[config.mk]
export PLATFORM = sky130hd
export DESIGN_NAME = rampc_top
export DESIGN_NICKNAME = d
export VERILOG_FILES = /design/src/logic/rampc_pkg.sv /design/src/logic/rampc_base_reg.sv /design/src/logic/rampc_classify.sv /design/src/logic/rampc_top.sv
export VERILOG_INCLUDE_DIRS = /design/src /design/src/logic
export SDC_FILE = /design/constraint.sdc
export NUM_CORES = 1
export LEC_CHECK = 0
export BUFFER_PORTS_ARGS = -buffer_cell sky130_fd_sc_hd__buf_4
export CORE_MARGIN = 2
export CORE_UTILIZATION = 39
export DETAILED_ROUTE_END_ITERATION = 10
export PLACE_DENSITY = 0.82
export SKIP_CTS_REPAIR_TIMING = 1
export SYNTH_ARGS = -nofsm -noshare
export SYNTH_HDL_FRONTEND = slang
export SYNTH_SLANG_ARGS = --single-unit
[constraint.sdc]
create_clock -name mclk -period 2.15 [get_ports mclk]
set_input_delay 0.215 -clock mclk [delete_from_list [all_inputs] [get_ports mclk]]
set_output_delay 0.215 -clock mclk [all_outputs]
set_load 0.02 [all_outputs]
[src/logic/rampc_defs.svh]
// Register offsets, field positions, reset values and size codes of the RAM partition block.
`ifndef RAMPC_DEFS_SVH
`define RAMPC_DEFS_SVH
`define RAMPC_OFS_KPB        4'h0
`define RAMPC_OFS_UDB        4'h4
`define RAMPC_OFS_UPB        4'h8
`define RAMPC_OFS_SIZE       4'hC
`define RAMPC_BASE_HI        15
`define RAMPC_BASE_LO        10
`define RAMPC_BASE_RST       6'h00
`define RAMPC_SIZE_4K        32'h00001000
`define RAMPC_SIZE_8K        32'h00002000
`define RAMPC_SIZE_16K       32'h00004000
`define RAMPC_SIZE_32K       32'h00008000
`define RAMPC_UNMAPPED_RD    32'h00000000
`endif

[src/logic/rampc_pkg.sv]
// Types shared by the RAM partition block.
`default_nettype none
package rampc_pkg;
  typedef logic [5:0] rampc_base_t;
  typedef enum logic [1:0] {
    rampc_kdata = 2'b00,
    rampc_kprog = 2'b01,
    rampc_udata = 2'b10,
    rampc_uprog = 2'b11
  } rampc_region_e;
  typedef enum logic [0:0] {
    rampc_idle = 1'b0,
    rampc_done = 1'b1
  } rampc_bus_e;
endpackage
`default_nettype wire

[src/logic/rampc_base_reg.sv]
// One RAM base register holding only the writable 1 KB granular bits.
`timescale 1ns/1ns
`include "rampc_defs.svh"
`default_nettype none
module rampc_base_reg (
  input  wire logic                  mclk,
  input  wire logic                  reset,
  input  wire logic                  wr_en,
  input  wire logic [31:0]           wr_data,
  output var  rampc_pkg::rampc_base_t base_q,
  output logic [31:0]                rd_word
);
  import rampc_pkg::*;

  rampc_base_t base_ff;

  always_ff @(posedge mclk) begin
    if (reset) begin
      base_ff <= `RAMPC_BASE_RST;
    end else if (wr_en) begin
      base_ff <= wr_data[`RAMPC_BASE_HI:`RAMPC_BASE_LO];
    end
  end

  assign base_q  = base_ff;
  assign rd_word = {16'h0000, base_ff, 10'h000};
endmodule
`default_nettype wire

[src/logic/rampc_classify.sv]
// Maps a RAM offset onto its partition region.
`timescale 1ns/1ns
`default_nettype none
module rampc_classify (
  input  wire logic [31:0]            offset,
  input  wire logic [31:0]            kpb,
  input  wire logic [31:0]            udb,
  input  wire logic [31:0]            upb,
  input  wire logic [31:0]            ram_size,
  output var  rampc_pkg::rampc_region_e region,
  output logic                        in_range
);
  import rampc_pkg::*;

  always_comb begin
    in_range = (offset < ram_size);
    if (kpb != 32'h00000000 && offset >= kpb && (udb == 32'h00000000 || offset < udb)
        && !(upb != 32'h00000000 && offset >= upb)) begin
      region = rampc_kprog;
    end else if (udb != 32'h00000000 && offset >= udb && (upb == 32'h00000000 || offset < upb)) begin
      region = rampc_udata;
    end else if (upb != 32'h00000000 && offset >= upb) begin
      region = rampc_uprog;
    end else begin
      region = rampc_kdata;
    end
  end
endmodule
`default_nettype wire

[src/logic/rampc_top.sv]
// Top of the RAM partition block with its Avalon-MM register slave.
`timescale 1ns/1ns
`include "rampc_defs.svh"
`default_nettype none
module rampc_top #(
  parameter logic [31:0] RAM_BYTES = `RAMPC_SIZE_32K
) (
  input  wire logic                   mclk,
  input  wire logic                   reset,
  input  wire logic [3:0]             avs_address,
  input  wire logic                   avs_read,
  input  wire logic                   avs_write,
  input  wire logic [31:0]            avs_writedata,
  input  wire logic [3:0]             avs_byteenable,
  output logic [31:0]                 avs_readdata,
  output logic                        avs_waitrequest,
  input  wire logic [31:0]            ram_offset,
  output var  rampc_pkg::rampc_region_e data_ram_region,
  output logic                        ram_offset_valid,
  output logic [31:0]                 ram_kernel_program_base,
  output logic [31:0]                 ram_user_data_base,
  output logic [31:0]                 ram_user_program_base
);
  import rampc_pkg::*;

  ////////////////////////////////////////////////////////////////////////////
  // Bus slave: one wait cycle, then the access completes.
  rampc_bus_e  bus_ff;
  logic [31:0] rdata_ff;
  logic [31:0] nxt_rdata;
  logic        accept;
  logic        wr_kpb;
  logic        wr_udb;
  logic        wr_upb;
  logic        full_word;
  logic [31:0] data_ram_size;
  logic [31:0] kpb_word;
  logic [31:0] udb_word;
  logic [31:0] upb_word;

  assign accept          = (bus_ff == rampc_done) && (avs_read || avs_write);
  assign avs_waitrequest = !accept;
  assign full_word       = avs_byteenable[1];
  assign wr_kpb = accept && avs_write && full_word && (avs_address == `RAMPC_OFS_KPB);
  assign wr_udb = accept && avs_write && full_word && (avs_address == `RAMPC_OFS_UDB);
  assign wr_upb = accept && avs_write && full_word && (avs_address == `RAMPC_OFS_UPB);
  assign data_ram_size = RAM_BYTES;

  always_ff @(posedge mclk) begin
    if (reset) begin
      bus_ff <= rampc_idle;
    end else begin
      case (bus_ff)
        rampc_idle: begin
          if (avs_read || avs_write) begin
            bus_ff <= rampc_done;
          end
        end
        rampc_done: begin
          bus_ff <= rampc_idle;
        end
        default: begin
          bus_ff <= rampc_idle;
        end
      endcase
    end
  end

  always_comb begin
    case (avs_address)
      `RAMPC_OFS_KPB:  nxt_rdata = kpb_word;
      `RAMPC_OFS_UDB:  nxt_rdata = udb_word;
      `RAMPC_OFS_UPB:  nxt_rdata = upb_word;
      `RAMPC_OFS_SIZE: nxt_rdata = data_ram_size;
      default:         nxt_rdata = `RAMPC_UNMAPPED_RD;
    endcase
  end

  always_ff @(posedge mclk) begin
    if (reset) begin
      rdata_ff <= 32'h00000000;
    end else if (avs_read && bus_ff == rampc_idle) begin
      rdata_ff <= nxt_rdata;
    end
  end

  assign avs_readdata = rdata_ff;

  ////////////////////////////////////////////////////////////////////////////
  // Base registers.
  rampc_base_reg u_kpb (
    .mclk    (mclk),
    .reset   (reset),
    .wr_en   (wr_kpb),
    .wr_data (avs_writedata),
    .base_q  (),
    .rd_word (kpb_word)
  );

  rampc_base_reg u_udb (
    .mclk    (mclk),
    .reset   (reset),
    .wr_en   (wr_udb),
    .wr_data (avs_writedata),
    .base_q  (),
    .rd_word (udb_word)
  );

  rampc_base_reg u_upb (
    .mclk    (mclk),
    .reset   (reset),
    .wr_en   (wr_upb),
    .wr_data (avs_writedata),
    .base_q  (),
    .rd_word (upb_word)
  );

  assign ram_kernel_program_base = kpb_word;
  assign ram_user_data_base      = udb_word;
  assign ram_user_program_base   = upb_word;

  ////////////////////////////////////////////////////////////////////////////
  // Region lookup for a RAM offset.
  rampc_classify u_cls (
    .offset   (ram_offset),
    .kpb      (kpb_word),
    .udb      (udb_word),
    .upb      (upb_word),
    .ram_size (data_ram_size),
    .region   (data_ram_region),
    .in_range (ram_offset_valid)
  );
endmodule
`default_nettype wire

==> run summary <==
Combinational Power Share - 0.310
Area Overhead vs Synth - 22.48%
total of max-cap violations - 0
Seq/Total Area, Yosys - 0.2058
Syn Area/Cell - 8.135 um2
DRC viols - 0
Max Fclk - 423.1 MHz
RSZ-0062 raised after global routing - yes
Worst Path Buf+Inv - 2
CTS Buffer Depth - 2
status - complete, but fails checks
H-tree levels - 1
Worst path slowest cell - a2111o_1
critical path launch point type - flop
min cycle time layout - 2.364 ns
Starting Density - 0.4060
P per Cell Area - 366.3 nW/um2
FF+latch count, synth - 25
drt first pass iters - 4
initial antenna violation count - 0
fraction of layout cells with a size suffix above 1 - 0.3419
min setup slack post-route - -0.2137 ns
WL per Instance - 12.05 um
switch share - 0.3643
sw power - 397.5 uW
Buffers on Ports - 74
Cell Chain, Critical Path - inv_2, ha_4, a21o_1, a21o_1, a2111o_1, a31o_2, a32oi_2, buf_4
Flop pwr share - 0.428
CTS tree - yes
Final Cycle Share - 1.099
dpl ws - -0.04287 ns
Metal-1 WL - 2.190 mm
DRT iter0 DRCs - 60
first-pass GRT wire length - 8.424 mm
hpwl dp - 4.722 mm
Detail Route met2 WL - 2.907 mm
CTS sink cnt - 25
antenna viol nets, final - 0
Synth Instances - 299
gpl congestion - 0.8472
GRT Util Overall - 0.1442
Fill cells - 564
Setup Viol. Count Final - 2
clk_lat worst skew - 0.27 ns
Pleak - 1.550 nW
CTS Buf Count - 3
num rows - 28
die height - 82.98 um
Post-synth EDFFs - 0
Unique masters post-synth - 39
cell mode on critical path - a21o_1
FF+latch area - 513.0 um2
CTS Root Cell - clkbuf_8
Worst Hold Class - in -> reg
Post-Layout Cell Count - 464
Slew HR - 0.6542
diodes inserted - 0
hold slack - 0.1975 ns
Clk pwr share - 0.262
die span in x - 82.98 um
Async S/R FF share, synth - 0
I/O pin count - 208
Worst Clk Skew - 0.01161 ns
Internal - 693.6 uW
final WL - 5.591 mm
largest stage delay on the critical path - 0.37 ns
actual slew at the worst max-slew pin - 0.5147 ns
VDD IR max - 429.4 uV
synthesized cell area - 2432 um2
Multi-input gate area - 1535 um2
Largest delay share family, worst path - compound AO/OA/AOI/OAI gates
Pins Over Slew Limit - 0
DR WL met3 - 424 um
Nets - 484
Vias/cell - 4.394
core area - 5991 um2
vias in the first global route - 1818
Clock Pin Slew Worst Setup and Hold Paths - 0.10 ns
ys flop type - dfxtp_1
Vias - 2039
Final Hold Fails - 0
CP required - 1.93 ns
largest net degree at the start of global routing - 26
Synth warnings - 0
failing checks - negative setup slack
Worst EP arrival - 2.15 ns
placed insts - 460
Crit. End Element - output port
global route overflow - 0
critical path type - reg -> out
top sig layer - met4
DIE AREA - 6885 um2
crit path max fanout - 2
-- synth_stat cells, types with 2 or more instances --
library cell	count	area [um2]
buf_4	104	780.8
nor2_1	29	108.9
dfxtp_1	25	500.5
mux2i_1	23	230.2
inv_1	19	71.32
ha_1	18	225.2
nand2_1	7	26.28
clkbuf_1	6	22.52
nor4_1	6	37.54
a21oi_1	5	25.02
a22oi_1	5	37.54
nand3_1	5	25.02
o22ai_1	5	31.28
nand2b_1	4	25.02
nand4_1	4	25.02
nor3_1	4	20.02
nor4_2	3	37.54
o21ai_0	3	15.01
a21o_1	2	15.01
buf_2	2	10.01
nor2b_1	2	12.51
-- kinds of logic (layout without fill, tap and decap cells) --
logic type,Yosys count,count (layout),share of synthesized area
AO/OA/AOI/OAI,29,29,0.08333
adder cells (fa/ha/maj),18,18,0.09259
buffers and inverters,131,118,0.3637
flip-flops,25,25,0.2058
multiplexers,24,24,0.09928
other,1,104,0.001542
AND/OR/NAND/NOR,71,71,0.1538
-- routing by layer --
layer,up-vias,global-route usage
li1,979,-
met1,926,0.1712
met2,126,0.2742
met3,8,0.01193
met4,0,0.04024
met5,-,0
-- final timing paths --
kind	startpoint	to	slack (ns)	cells after the start
worst max-delay path	u_udb.base_q[3]$_SDFFE_PP0P_	data_ram_region[0]	-0.21	8
worst min-delay path	avs_writedata[14]	u_upb.base_q[4]$_SDFFE_PP0P_	0.20	3
worst max register to register	bus_ff$_SDFF_PP0_	u_udb.base_q[2]$_SDFFE_PP0P_	0.61	4
worst min register to register	bus_ff$_SDFF_PP0_	bus_ff$_SDFF_PP0_	0.47	1
-- state kept, by name, summed over array words and instances, names as in the netlist --
name / flops
avs_readdata: 6
u_kpb.base_q: 6
u_udb.base_q: 6
u_upb.base_q: 6
bus_ff: 1
-- cell type report --
class | instances | share of cell area
sequential | 25 | 0.1722
tap | 75 | 0.03150
inverter | 19 | 0.02394
clock buffer | 3 | 0.01386
timing repair buffer | 95 | 0.2407
clock inverter | 1 | 0.002520
multi-input combinational | 246 | 0.5153
-- worst reg2reg max path, cell delays in order (launching register included) --
cell	delay [ns]
dfxtp_1	0.37
nand4_1	0.15
or3b_2	0.63
mux2i_1	0.21
nor2_1	0.05
-- cells in the final DEF (no fill, tap or decap), types with 5 or more instances in the layout --
| cell type | count |
|---|---|
| conb_1 | 104 |
| ha_1 | 12 |
| inv_2 | 5 |
| a21oi_1 | 5 |
| buf_4 | 94 |
| nor2_1 | 29 |
| o22ai_1 | 5 |
| mux2i_1 | 23 |
| a22oi_1 | 5 |
| dfxtp_2 | 10 |
| inv_1 | 14 |
| dfxtp_1 | 15 |
| nand2_1 | 7 |
| nor4_1 | 6 |
| ha_4 | 6 |
| nand3_1 | 5 |
-- per-stage QoR --
stage	power (mW)	utilization	cell area, um2	setup TNS, ns
after global placement	0.7946	0.4710	2821	-0.06741
after detailed placement	0.8000	0.4710	2821	-0.05961
final	1.091	0.4973	2979	-0.4123
after CTS	1.074	0.4791	2870	-0.6665
after floorplan	0.8475	-	2828	-0.03464
after global routing	1.141	0.4973	2979	-0.5739
-- power groups by stage --
stage	clock network (mW)	registers, mW	logic [mW]
finish	0.286	0.467	0.338
global route	0.307	0.468	0.366
CTS	0.285	0.467	0.322
detailed placement	0	0.478	0.322
global placement	0	0.478	0.317
floorplan	0	0.480	0.368
No activity file was read; power rests on OpenSTA's default activity.
